`config.mk`:
```
export PLATFORM = sky130hd
export DESIGN_NAME = dmrc_mem_flat
export DESIGN_NICKNAME = d
export VERILOG_FILES = /design/src/pkg/dmrc_pkg.sv /design/src/pkg/dmrc_if.sv /design/src/design/dmrc_latency.sv /design/src/design/dmrc_mem.sv /design/src/flat_wrapper.sv
export SDC_FILE = /design/constraint.sdc
export NUM_CORES = 1
export LEC_CHECK = 0
export BUFFER_PORTS_ARGS = -buffer_cell sky130_fd_sc_hd__buf_2
export CORE_ASPECT_RATIO = 0.7
export CORE_MARGIN = 2
export CORE_UTILIZATION = 45
export CTS_CLUSTER_SIZE = 10
export DETAILED_ROUTE_END_ITERATION = 8
export PLACE_DENSITY = 0.79
export SYNTH_ARGS = -nofsm -noshare
export SYNTH_HDL_FRONTEND = slang
export SYNTH_HIERARCHICAL = 1
export SYNTH_SLANG_ARGS = --single-unit
```
`constraint.sdc`:
```
create_clock -name clock_i -period 2.9 [get_ports clock_i]
set_clock_uncertainty 0.2 [all_clocks]
set_input_delay 0 -clock clock_i [delete_from_list [all_inputs] [get_ports clock_i]]
set_output_delay 0 -clock clock_i [all_outputs]
set_load 0.02 [all_outputs]
```
`src/pkg/dmrc_pkg.sv`:
```
// Constants shared by the mode-register configuration ends.
// Assumes a single 250 MHz clock shared by both ends.
package dmrc_pkg;
  localparam int ADDR_W = 13;
  localparam int BANK_W = 3;
  // Bank codes selecting each mode register
  localparam logic [2:0] BANK_MR0 = 3'h0;
  localparam logic [2:0] BANK_MR1 = 3'h1;
  localparam logic [2:0] BANK_MR2 = 3'h2;
  localparam logic [2:0] BANK_MR3 = 3'h3;
  // Register one fields
  localparam int MR1_DLL_DIS = 0;
  localparam int MR1_AL_LO = 3;
  localparam int MR1_WLVL = 7;
  localparam int MR1_QOFF = 12;
  localparam int MR1_RTT0 = 2;
  localparam int MR1_RTT1 = 6;
  localparam int MR1_RTT2 = 9;
  // Register two fields
  localparam int MR2_PARTIAL_ARRAY_SELF_REFRESH_LO = 0;
  localparam int MR2_CWL_LO = 3;
  localparam int MR2_SRT = 7;
  localparam int MR2_RTTWR_LO = 9;
  localparam logic [12:0] MR2_RSVD_MASK = 13'h1940;
  // Register three fields
  localparam int MR3_LOC_LO = 0;
  localparam int MR3_MPR_EN = 2;
  localparam logic [12:0] MR3_RSVD_MASK = 13'h1ff8;
  // Latency encodings
  localparam logic [4:0] CWL_BASE = 5'h05;
  localparam logic [1:0] AL_CL1 = 2'h1;
  localparam logic [1:0] AL_CL2 = 2'h2;
  localparam logic [4:0] AL_OFF1 = 5'h01;
  localparam logic [4:0] AL_OFF2 = 5'h02;
  // Nominal termination codes allowed in leveling: half, quarter, sixth
  localparam logic [2:0] RTT_DIV4 = 3'h1;
  localparam logic [2:0] RTT_DIV2 = 3'h2;
  localparam logic [2:0] RTT_DIV6 = 3'h3;
  localparam logic [1:0] RATE_1X = 2'h1;
  localparam logic [1:0] RATE_2X = 2'h2;
  localparam logic [7:0] MPR_PATTERN = 8'h55;
  // Refresh periods
  localparam int REF_PERIOD_NORM_MS = 64;
  localparam int REF_PERIOD_HOT_MS = 32;
  localparam int CLK_MHZ = 250;
  localparam int REF_CMDS = 8192;
  localparam int REFI_NORM_CYC = (REF_PERIOD_NORM_MS * 1000 * CLK_MHZ) / REF_CMDS;
  localparam int REFI_HOT_CYC = (REF_PERIOD_HOT_MS * 1000 * CLK_MHZ) / REF_CMDS;
  localparam int REFI_W = 12;
endpackage

```
`src/pkg/dmrc_if.sv`:
```
// Command pins between memory controller and mode-register logic.
// Assumes both ends share clock_i.
`timescale 1ns/100ps
`default_nettype none
interface dmrc_if;
  logic cs_n;
  logic ras_n;
  logic cas_n;
  logic we_n;
  logic [2:0] ba;
  logic [12:0] addr;
  modport ctrl (output cs_n, ras_n, cas_n, we_n, ba, addr);
  modport mem (input cs_n, ras_n, cas_n, we_n, ba, addr);
endinterface
`default_nettype wire

```
`src/design/dmrc_latency.sv`:
```
// Total write latency from additive and CAS write latency settings.
// Assumes register fields already captured.
`timescale 1ns/100ps
`default_nettype none
module dmrc_latency (
  input wire logic [1:0] al_code_i,
  input wire logic [2:0] cwl_code_i,
  output logic [4:0] cas_write_latency_o,
  output logic [4:0] total_write_latency_o
);
  import dmrc_pkg::*;
  logic [4:0] additive_latency;
  logic [4:0] cas_latency;
  always_comb begin
    cas_write_latency_o = CWL_BASE + {2'h0, cwl_code_i};
    // Read latency is taken as one cycle above the write latency
    cas_latency = cas_write_latency_o + AL_OFF1;
    unique case (al_code_i)
      AL_CL1: additive_latency = cas_latency - AL_OFF1;
      AL_CL2: additive_latency = cas_latency - AL_OFF2;
      default: additive_latency = 5'h00;
    endcase
    total_write_latency_o = additive_latency + cas_write_latency_o;
  end
endmodule // dmrc_latency
`default_nettype wire

```
`src/design/dmrc_mem.sv`:
```
// What this block does
// - Output-disable bit zeroes read_data_o and drops outputs_enabled_o
// - Bank two command loads register two
// - Controller zeroes reserved bits of register two
// - Partial self-refresh may lose out-of-range data
// - CAS write latency whole cycles, bits three-five
// - Write latency equals additive plus CAS
// - Bits nine, ten pick write termination
// - Leveling offers only nominal termination
// - Write termination applies without nominal termination
// - Temperature bit clear keeps 1x rate
// - Temperature bit set doubles self-refresh rate
// - Controller halves refresh period when hot
// - Hot: set temperature bit or avoid self-refresh
// - Bank three command loads register three
// - Controller zeroes reserved bits of register three
// - Normal mode ignores pattern location bits
// - Pattern register enabled returns fixed pattern
// - Controller should implement write leveling; this controller has no leveling sequence
// - Leveling bit; limited nominal terminations allowed
// - DLL off: controller zeroes write termination
// Memory-side end: mode registers one to three and their effects.
// Assumes command pins synchronous to clock_i.
`timescale 1ns/100ps
`default_nettype none
module dmrc_mem (
  input wire logic clock_i,
  input wire logic nrst_i,
  dmrc_if.mem cmd,
  input wire logic write_active_i,
  input wire logic self_refresh_i,
  input wire logic [7:0] read_data_i,
  output logic outputs_enabled_o,
  output logic [1:0] self_refresh_rate_o,
  output logic [2:0] partial_array_self_refresh_o,
  output logic [2:0] active_rtt_o,
  output logic rtt_nom_illegal_o,
  output logic [4:0] cas_write_latency_o,
  output logic [4:0] total_write_latency_o,
  output logic [7:0] read_data_o,
  output logic [12:0] mode_reg_one_o,
  output logic [12:0] mode_reg_two_o,
  output logic [12:0] mode_reg_three_o
);
  import dmrc_pkg::*;
  // Registers sit in flip-flops; reset leaves every field at zero
  logic [12:0] mode_reg_one_q, mode_reg_one_d;
  logic [12:0] mode_reg_two_q, mode_reg_two_d;
  logic [12:0] mode_reg_three_q, mode_reg_three_d;
  logic [7:0] rdata_q, rdata_d;
  logic mrs;
  logic leveling;
  logic output_off;
  logic sr_fast;
  logic [2:0] rtt_nom;
  logic [1:0] rtt_wr;
  logic wr_term_on;

  // Nominal termination code is spread over three bits of register one
  function automatic logic [2:0] rtt_nom_of(input logic [12:0] r);
    rtt_nom_of = {r[MR1_RTT2], r[MR1_RTT1], r[MR1_RTT0]};
  endfunction

  // Codes usable while leveling with outputs enabled: off, half, quarter, sixth
  function automatic logic rtt_ok_leveling(input logic [2:0] code);
    rtt_ok_leveling = code == 3'h0 || code == RTT_DIV2 || code == RTT_DIV4 || code == RTT_DIV6;
  endfunction

  // A full mode command on the pins aimed at one bank
  function automatic logic loads(input logic cmd_ok, input logic [2:0] ba, input logic [2:0] bank);
    loads = cmd_ok && ba == bank;
  endfunction

  // Reserved positions never reach a stored register
  function automatic logic [12:0] drop_reserved(input logic [12:0] v, input logic [12:0] mask);
    drop_reserved = v & ~mask;
  endfunction

  // Command decode: all four strobes low
  always_comb begin
    mrs = !cmd.cs_n && !cmd.ras_n && !cmd.cas_n && !cmd.we_n;
  end

  // Register one
  always_comb begin
    mode_reg_one_d = mode_reg_one_q;
    if (loads(mrs, cmd.ba, BANK_MR1)) begin
      mode_reg_one_d = cmd.addr;
    end
  end

  always_ff @(posedge clock_i or negedge nrst_i) begin
    if (!nrst_i) begin
      mode_reg_one_q <= 13'h0000;
    end else begin
      mode_reg_one_q <= mode_reg_one_d;
    end
  end

  // Register two
  always_comb begin
    mode_reg_two_d = mode_reg_two_q;
    if (loads(mrs, cmd.ba, BANK_MR2)) begin
      mode_reg_two_d = drop_reserved(cmd.addr, MR2_RSVD_MASK);
    end
  end

  always_ff @(posedge clock_i or negedge nrst_i) begin
    if (!nrst_i) begin
      mode_reg_two_q <= 13'h0000;
    end else begin
      mode_reg_two_q <= mode_reg_two_d;
    end
  end

  // Register three
  always_comb begin
    mode_reg_three_d = mode_reg_three_q;
    if (loads(mrs, cmd.ba, BANK_MR3)) begin
      mode_reg_three_d = drop_reserved(cmd.addr, MR3_RSVD_MASK);
    end
  end

  always_ff @(posedge clock_i or negedge nrst_i) begin
    if (!nrst_i) begin
      mode_reg_three_q <= 13'h0000;
    end else begin
      mode_reg_three_q <= mode_reg_three_d;
    end
  end

  // Read path: pattern replaces array data; location bits are not looked at
  always_comb begin
    if (mode_reg_three_q[MR3_MPR_EN]) begin
      rdata_d = MPR_PATTERN;
    end else begin
      rdata_d = read_data_i;
    end
  end

  always_ff @(posedge clock_i or negedge nrst_i) begin
    if (!nrst_i) begin
      rdata_q <= 8'h00;
    end else begin
      rdata_q <= rdata_d;
    end
  end

  // Write-time termination only overrides during writes, never while leveling
  always_comb begin
    rtt_nom = rtt_nom_of(mode_reg_one_q);
    rtt_wr = mode_reg_two_q[MR2_RTTWR_LO +: 2];
    leveling = mode_reg_one_q[MR1_WLVL];
    wr_term_on = write_active_i && rtt_wr != 2'h0 && !leveling;
    if (leveling) begin
      active_rtt_o = rtt_nom;
    end else if (wr_term_on) begin
      active_rtt_o = {1'b0, rtt_wr};
    end else begin
      active_rtt_o = rtt_nom;
    end
    rtt_nom_illegal_o = leveling && !mode_reg_one_q[MR1_QOFF]
      && !rtt_ok_leveling(rtt_nom);
  end

  // Self-refresh effects
  always_comb begin
    sr_fast = mode_reg_two_q[MR2_SRT];
    if (sr_fast) begin
      self_refresh_rate_o = RATE_2X;
    end else begin
      self_refresh_rate_o = RATE_1X;
    end
    if (self_refresh_i) begin
      partial_array_self_refresh_o = mode_reg_two_q[MR2_PARTIAL_ARRAY_SELF_REFRESH_LO +: 3];
    end else begin
      partial_array_self_refresh_o = 3'h0;
    end
  end

  // Output disable gates the read path
  always_comb begin
    output_off = mode_reg_one_q[MR1_QOFF];
    outputs_enabled_o = !output_off;
    if (output_off) begin
      read_data_o = 8'h00;
    end else begin
      read_data_o = rdata_q;
    end
  end

  // Register mirrors
  always_comb begin
    mode_reg_one_o = mode_reg_one_q;
    mode_reg_two_o = mode_reg_two_q;
    mode_reg_three_o = mode_reg_three_q;
  end

  // Latency arithmetic lives in its own module
  dmrc_latency u_lat (
    .al_code_i(mode_reg_one_q[MR1_AL_LO +: 2]),
    .cwl_code_i(mode_reg_two_q[MR2_CWL_LO +: 3]),
    .cas_write_latency_o(cas_write_latency_o),
    .total_write_latency_o(total_write_latency_o)
  );
endmodule // dmrc_mem
`default_nettype wire

```
`src/flat_wrapper.sv`:
```
// flat-port wrapper written by rule: the top's interface ports become plain ports
module dmrc_mem_flat import dmrc_pkg::*;
  (clock_i, nrst_i, write_active_i, self_refresh_i, read_data_i, outputs_enabled_o, self_refresh_rate_o, partial_array_self_refresh_o, active_rtt_o, rtt_nom_illegal_o, cas_write_latency_o, total_write_latency_o, read_data_o, mode_reg_one_o, mode_reg_two_o, mode_reg_three_o, cmd_cs_n, cmd_ras_n, cmd_cas_n, cmd_we_n, cmd_ba, cmd_addr);
  dmrc_if cmd_i ();
  input wire logic clock_i;
  input wire logic nrst_i;
  input wire logic write_active_i;
  input wire logic self_refresh_i;
  input wire logic [7:0] read_data_i;
  output logic outputs_enabled_o;
  output logic [1:0] self_refresh_rate_o;
  output logic [2:0] partial_array_self_refresh_o;
  output logic [2:0] active_rtt_o;
  output logic rtt_nom_illegal_o;
  output logic [4:0] cas_write_latency_o;
  output logic [4:0] total_write_latency_o;
  output logic [7:0] read_data_o;
  output logic [12:0] mode_reg_one_o;
  output logic [12:0] mode_reg_two_o;
  output logic [12:0] mode_reg_three_o;
  input wire logic [$bits(cmd_i.cs_n)-1:0] cmd_cs_n;
  input wire logic [$bits(cmd_i.ras_n)-1:0] cmd_ras_n;
  input wire logic [$bits(cmd_i.cas_n)-1:0] cmd_cas_n;
  input wire logic [$bits(cmd_i.we_n)-1:0] cmd_we_n;
  input wire logic [$bits(cmd_i.ba)-1:0] cmd_ba;
  input wire logic [$bits(cmd_i.addr)-1:0] cmd_addr;
  assign cmd_i.cs_n = cmd_cs_n;
  assign cmd_i.ras_n = cmd_ras_n;
  assign cmd_i.cas_n = cmd_cas_n;
  assign cmd_i.we_n = cmd_we_n;
  assign cmd_i.ba = cmd_ba;
  assign cmd_i.addr = cmd_addr;
  dmrc_mem u_core (.clock_i(clock_i), .nrst_i(nrst_i), .cmd(cmd_i), .write_active_i(write_active_i), .self_refresh_i(self_refresh_i), .read_data_i(read_data_i), .outputs_enabled_o(outputs_enabled_o), .self_refresh_rate_o(self_refresh_rate_o), .partial_array_self_refresh_o(partial_array_self_refresh_o), .active_rtt_o(active_rtt_o), .rtt_nom_illegal_o(rtt_nom_illegal_o), .cas_write_latency_o(cas_write_latency_o), .total_write_latency_o(total_write_latency_o), .read_data_o(read_data_o), .mode_reg_one_o(mode_reg_one_o), .mode_reg_two_o(mode_reg_two_o), .mode_reg_three_o(mode_reg_three_o));
endmodule
```
# == Word level (Yosys, flattened, before mapping) ==
# Index checks and enable logic that the tools add are counted.
# totals
input_bits,32
regBits,33
wordCells,46
# op_classes
n_eq_ne,8
n_reduce_logical,22
add_sub_neg,5
n_mux,7
# op_table
cell,n
8-bit two-way mux,2
"3-bit by 2-bit equality test with 1-bit output, second input constant",4
1-bit logical AND,10
5-bit one-hot mux with 2 select lines,1
3-bit two-way mux,3
1-bit logical NOT,7
"3-bit by 1-bit equality test with 1-bit output, second input constant",2
"5-bit by 1-bit adder with 5-bit output, second input constant",1
5-bit adder,1
"5-bit by 1-bit subtractor with 5-bit output, second input constant",1
"5-bit by 2-bit subtractor with 5-bit output, second input constant",1
"3-bit by 3-bit adder with 4-bit output, first input constant",1
3-bit logical NOT,1
1-bit logical OR,3
"2-bit by 1-bit equality test with 1-bit output, second input constant",1
"2-bit equality test, second input constant",1
2-bit two-way mux,1
2-bit nonzero test,1

# == Depth between registers and ports, before layout ==
# depth
depth_word,6
depth_mapped,13

# == Hierarchy ==
# The synthesis kept the hierarchy.
# by_module_without_submodules
mod,cells_per_inst,seq_area_each_um2,n_inst,area_each_um2
dmrc_mem,109,825.8,1,1524.0
dmrc_latency,62,0.0,1,450.4

# == Least setup slack after synthesis ==
# No wires, ideal clock.
# synth_timing
kind,reg2out
start,"register u_core.mode_reg_two_q[3], in the netlist u_core/mode_reg_two_o[3]"
end,output total_write_latency_o[4]
stages_incl_launch_ff,14
required_time_ps,2700
setup_slack_ps,-221
arrival_ps,2921
path_buffers,2
path_cell_list,dfrtp_1 buf_2 inv_1 ha_1 buf_2 nor2_1 nand2_1 xnor2_1 and3_1 nor4_2 ha_1 a31oi_1 o21ai_1 xor2_1
# synth_via
elab_chain_len,5
word_cells_on_any_way,6
# synth_lines
element,line_no,rtl
from (decl),dmrc_mem.sv:48,"logic [12:0] mode_reg_two_q, mode_reg_two_d;"
from (signal assigned),dmrc_mem.sv:112,mode_reg_two_q <= mode_reg_two_d;
3-bit by 3-bit adder with 4-bit output *,dmrc_latency.sv:15,"cas_write_latency_o = CWL_BASE + {2'h0, cwl_code_i};"
net cas_write_latency_o[0],flat_wrapper.sv:15,output logic [4:0] cas_write_latency_o;
5-bit by 1-bit adder with 5-bit output,dmrc_latency.sv:17,cas_latency = cas_write_latency_o + AL_OFF1;
5-bit by 2-bit subtractor with 5-bit output or 5-bit by 1-bit subtractor with 5-bit output (tied branches),"dmrc_latency.sv:20, dmrc_latency.sv:19",
5-bit one-hot mux with 2 select lines,dmrc_latency.sv:18,unique case (al_code_i)
5-bit adder *,dmrc_latency.sv:23,total_write_latency_o = additive_latency + cas_write_latency_o;
to (decl),flat_wrapper.sv:16,output logic [4:0] total_write_latency_o;
# The timed path passes the listed nets; every way through them passes the cells marked *.

# == Worst setup path in the final report ==
# layout_timing
start,"register u_core.mode_reg_two_q[4], in the netlist u_core/mode_reg_two_o[4]"
end,output total_write_latency_o[4]
# layout_via
elab_chain_len,5
word_cells_on_any_way,6
# layout_lines
element,line_no
3-bit by 3-bit adder with 4-bit output *,dmrc_latency.sv:15
5-bit by 1-bit adder with 5-bit output,dmrc_latency.sv:17
5-bit by 2-bit subtractor with 5-bit output or 5-bit by 1-bit subtractor with 5-bit output (tied branches),"dmrc_latency.sv:20, dmrc_latency.sv:19"
5-bit one-hot mux with 2 select lines,dmrc_latency.sv:18
5-bit adder *,dmrc_latency.sv:23
# Every way passes the cells marked *; elsewhere a longest branch is shown, timed or not.

==> results.toml <==
[outcome]
outcome = "finished with violations"
violations_in_the_final_reports = "negative setup slack"

[synth]
synth.cell_area_mm2 = 0.00197
synth_seq_area_share_pct = 41.8
ys_ff_latch = 33
synth_most_common_cell = "sky130_fd_sc_hd__dfrtp_1"
yosys-top-cells-area = "sky130_fd_sc_hd__dfrtp_1 42%, sky130_fd_sc_hd__mux2_2 8.6%, sky130_fd_sc_hd__mux2_4 7.6%"
synth_area_leader_cell = "sky130_fd_sc_hd__dfrtp_1"
synth_enable_flop_cells = 0
post_synth_most_frequent_cells = "33 x sky130_fd_sc_hd__dfrtp_1, 16 x sky130_fd_sc_hd__buf_4, 15 x sky130_fd_sc_hd__mux2_2, 14 x sky130_fd_sc_hd__nor2b_1"
distinct_cells_synth = 38
synth_warnings = 6
post_synth_inst_count = 171
ys_async_sr_fraction_pct = 100
syn_area_per_cell_um2 = 11.5
fraction_of_post_synthesis_cell_area_in_the_top_cell_type_by_area_pct = 41.8
synth_flop_cell = "sky130_fd_sc_hd__dfrtp_1"

[cells_and_area]
layout-drive-gt1-share_pct = 50.7
syn2layout_area_growth_pct = 43.3
diodes = 0
layout.cells.non_filler = 341
num-nets-final = 325
fillers = 332
post-route-util_pct = 66.1

[worst_setup_path]
path_cells = "ha_4, xnor2_4, xnor2_2, ha_2, nor2_2, nor4_2, ha_1, a31oi_1, o21ai_1, xor2_2, buf_6"
cp_top_delay_family = "adder cells"
timing.critical_path.to_type = "output pin"
timing.reg2reg.worst_path_depth = 2
crit_path_max_incr_delay_ns = 0.45
terminus_of_the_critical_flop_to_flop_path = "u_core/mode_reg_two_o[3]$_DFFE_PN0P_"
critical_path.reg2reg.startpoint = "u_core/mode_reg_two_o[3]$_DFFE_PN0P_"
timing.critical_path.buf_inv = 1
slowest_stage = "sky130_fd_sc_hd__dfrtp_2"
cp-start-kind = "register"
arr_time_crit_path_ns = 2.74
critical_path.max_fanout = 4
worstPathRequired_ns = 2.70
timing_worst_setup_path_type = "register to output pin"
r2r_setup_slack_ns = 1.65

[timing]
post_route_worst_setup_slack_ns = -0.0384
final_max_slew_viol_count = 0
fin_tns_setup_ns = -0.0384
worst-slew-pin-transition_ns = 0.710
hold_vio_cnt_final = 0
post-route-period-util_pct = 101
setup_viol = 1
achievable-frequency_mhz = 340
grt_setup_unrepaired = "true"
hold_slack_ns = 0.0140
layout_min_cycle_time_ns = 2.94
maxSlewHeadroom_pct = 52.7

[power]
max-vdd-ir-drop_mv = 0.327
totalPowerFinal_mw = 1.66
power.density_cell_area_mw_per_mm2 = 587
power.static_leakage_nw = 1.53

[detailed_routing]
post-route-drc-count = 0
postRouteWirelength_um = 4610
drt-pass1-iter-count = 4
vias = 1632
drt-vias-per-instance = 4.79
detail-route-antenna-nets = 0
wl_per_cell_um = 13.5
drtIter0Drc = 56

[hold_path]
hold_removal_path_class = "input port to register"
hp-start = "cmd_ba[0]"
timing.hold.worst_path_depth = 3
worst_hold_path.endpoint = "u_core/mode_reg_three_o[1]$_DFFE_PN0P_"

[die]
die_y_um = 59.4
die_w_um = 83.2
initial_core_util_pct = 46.1
die_area_mm2 = 0.00494
floorplan.io_pins = 99
std_cell_rows = 20
floorplan.core_area_mm2 = 0.00428

[cts]
total_number_of_h_tree_levels = 2
max-clock-path-buffers = 2
clock_pin_slew_worst_setup_and_hold_paths_ns = 0.06
worstSkewPairLatency_ns = 0.27
cts_root_buffer_type = "sky130_fd_sc_hd__clkbuf_8"
tritoncts.num_buffers = 5
tritoncts = "built"
cts.sinks = 33

[global_route]
gr-usage-all-layers_pct = 17.9
grt_start_max_net_pins = 34
grt_overflow = 0
grt_pass1_wl_um = 6890
antenna_violations_before_repair = 0
first_global_vias = 1435

[placement]
gpl.final_weighted_congestion = 0.895
place_hpwl_um = 3140
numPlacedInstances = 305
placement.io_buffers = 83

[run]
cap_violations = 0
## cell type report
| class | instances | area [um2] | share of cell area (%) |
|---|---|---|---|
| clock inverter | 1 | 30.0 | 1.06 |
| tap | 55 | 68.8 | 2.43 |
| clock buffer | 7 | 86.3 | 3.05 |
| inverter | 10 | 37.5 | 1.33 |
| sequential | 33 | 828 | 29.3 |
| multi-input combinational | 122 | 1070 | 37.9 |
| timing repair buffer | 113 | 707 | 25.0 |
## cell usage in the layout (no fill, tap or decap), types with 3 or more instances in the layout
cell type / count
sky130_fd_sc_hd__nand4_1: 3
sky130_fd_sc_hd__buf_4: 8
sky130_fd_sc_hd__clkbuf_8: 6
sky130_fd_sc_hd__buf_2: 81
sky130_fd_sc_hd__a21oi_1: 5
sky130_fd_sc_hd__xnor2_1: 3
sky130_fd_sc_hd__nor2_2: 3
sky130_fd_sc_hd__nor2b_1: 14
sky130_fd_sc_hd__dlygate4sd3_1: 23
sky130_fd_sc_hd__dfrtp_1: 31
sky130_fd_sc_hd__inv_1: 9
sky130_fd_sc_hd__nand2_1: 6
sky130_fd_sc_hd__mux2_4: 10
sky130_fd_sc_hd__conb_1: 15
sky130_fd_sc_hd__or2_2: 4
sky130_fd_sc_hd__ha_1: 4
sky130_fd_sc_hd__and2_1: 4
sky130_fd_sc_hd__o21ai_0: 7
sky130_fd_sc_hd__mux2_2: 15
## routing by layer
| layer | global-route usage [%] | up-vias | share of wire [%] |
|---|---|---|---|
| met5 | 0 | - | 0 |
| met4 | 5.85 | 0 | 1.0 |
| met3 | 5.85 | 6 | 6.8 |
| met2 | 29.6 | 67 | 49 |
| met1 | 22.7 | 783 | 43 |
| li1 | - | 776 | - |
## registers in the layout, summed over array words and instances (netlist names)
name and cells:
u_core/mode_reg_one_o 13, u_core/mode_reg_two_o 9, u_core/rdata_q 8, u_core/mode_reg_three_o 3
## worst max-delay path by stage
stage / startpoint / endpoint / slack (ns) / cells past startpoint
2_1_floorplan: u_core/mode_reg_two_o[3]$_DFFE_PN0P_ / total_write_latency_o[4] / 0.04 / 13
3_3_place_gp: u_core/mode_reg_two_o[4]$_DFFE_PN0P_ / total_write_latency_o[4] / 0.21 / 11
3_5_place_dp: u_core/mode_reg_two_o[4]$_DFFE_PN0P_ / total_write_latency_o[4] / 0.11 / 11
4_1_cts: u_core/mode_reg_two_o[4]$_DFFE_PN0P_ / total_write_latency_o[4] / 0.007 / 11
5_1_grt: u_core/mode_reg_two_o[4]$_DFFE_PN0P_ / total_write_latency_o[4] / -0.18 / 11
6_report: u_core/mode_reg_two_o[4]$_DFFE_PN0P_ / total_write_latency_o[4] / -0.04 / 11
## cells by family after synthesis
family / share of synthesized area (%)
other: 0.380
AOI/OAI and AO/OA: 6.08
and+or+nand+nor: 15.6
DFF: 41.8
adders and majority gates: 6.02
xor gates and xnor gates: 4.88
buffers and inverters: 9.06
muxes: 16.2
## timing repair
action / in CTS / in global routing
endpoints found under the setup margin: 1 / 2
hold endpoints to repair: 66 / 0
resized for setup: 8 / 5
buffers inserted: 4 / 1
gates cloned: 0 / 0
hold buffers: 23 / 0
pin swaps: 3 / 10
## power by group
group,switching (mW),internal [mW]
clock,0.150,0.280
sequential,0.0541,0.519
combinational,0.370,0.289
total,0.574,1.09
## metrics by stage
step / setup slack, ns / area [um2]
floorplan: 0.0387 / 2030
global route: -0.178 / 2830
detailed placement: 0.114 / 2390
finish: -0.0384 / 2830
global placement: 0.211 / 2390
CTS: 0.00729 / 2800
## worst reg2reg max path: stages (launching register included)
cell,delay [ns]
sky130_fd_sc_hd__dfrtp_2,0.44
sky130_fd_sc_hd__buf_4,0.20
sky130_fd_sc_hd__mux2_2,0.29
(Power assumes the default switching activity.)
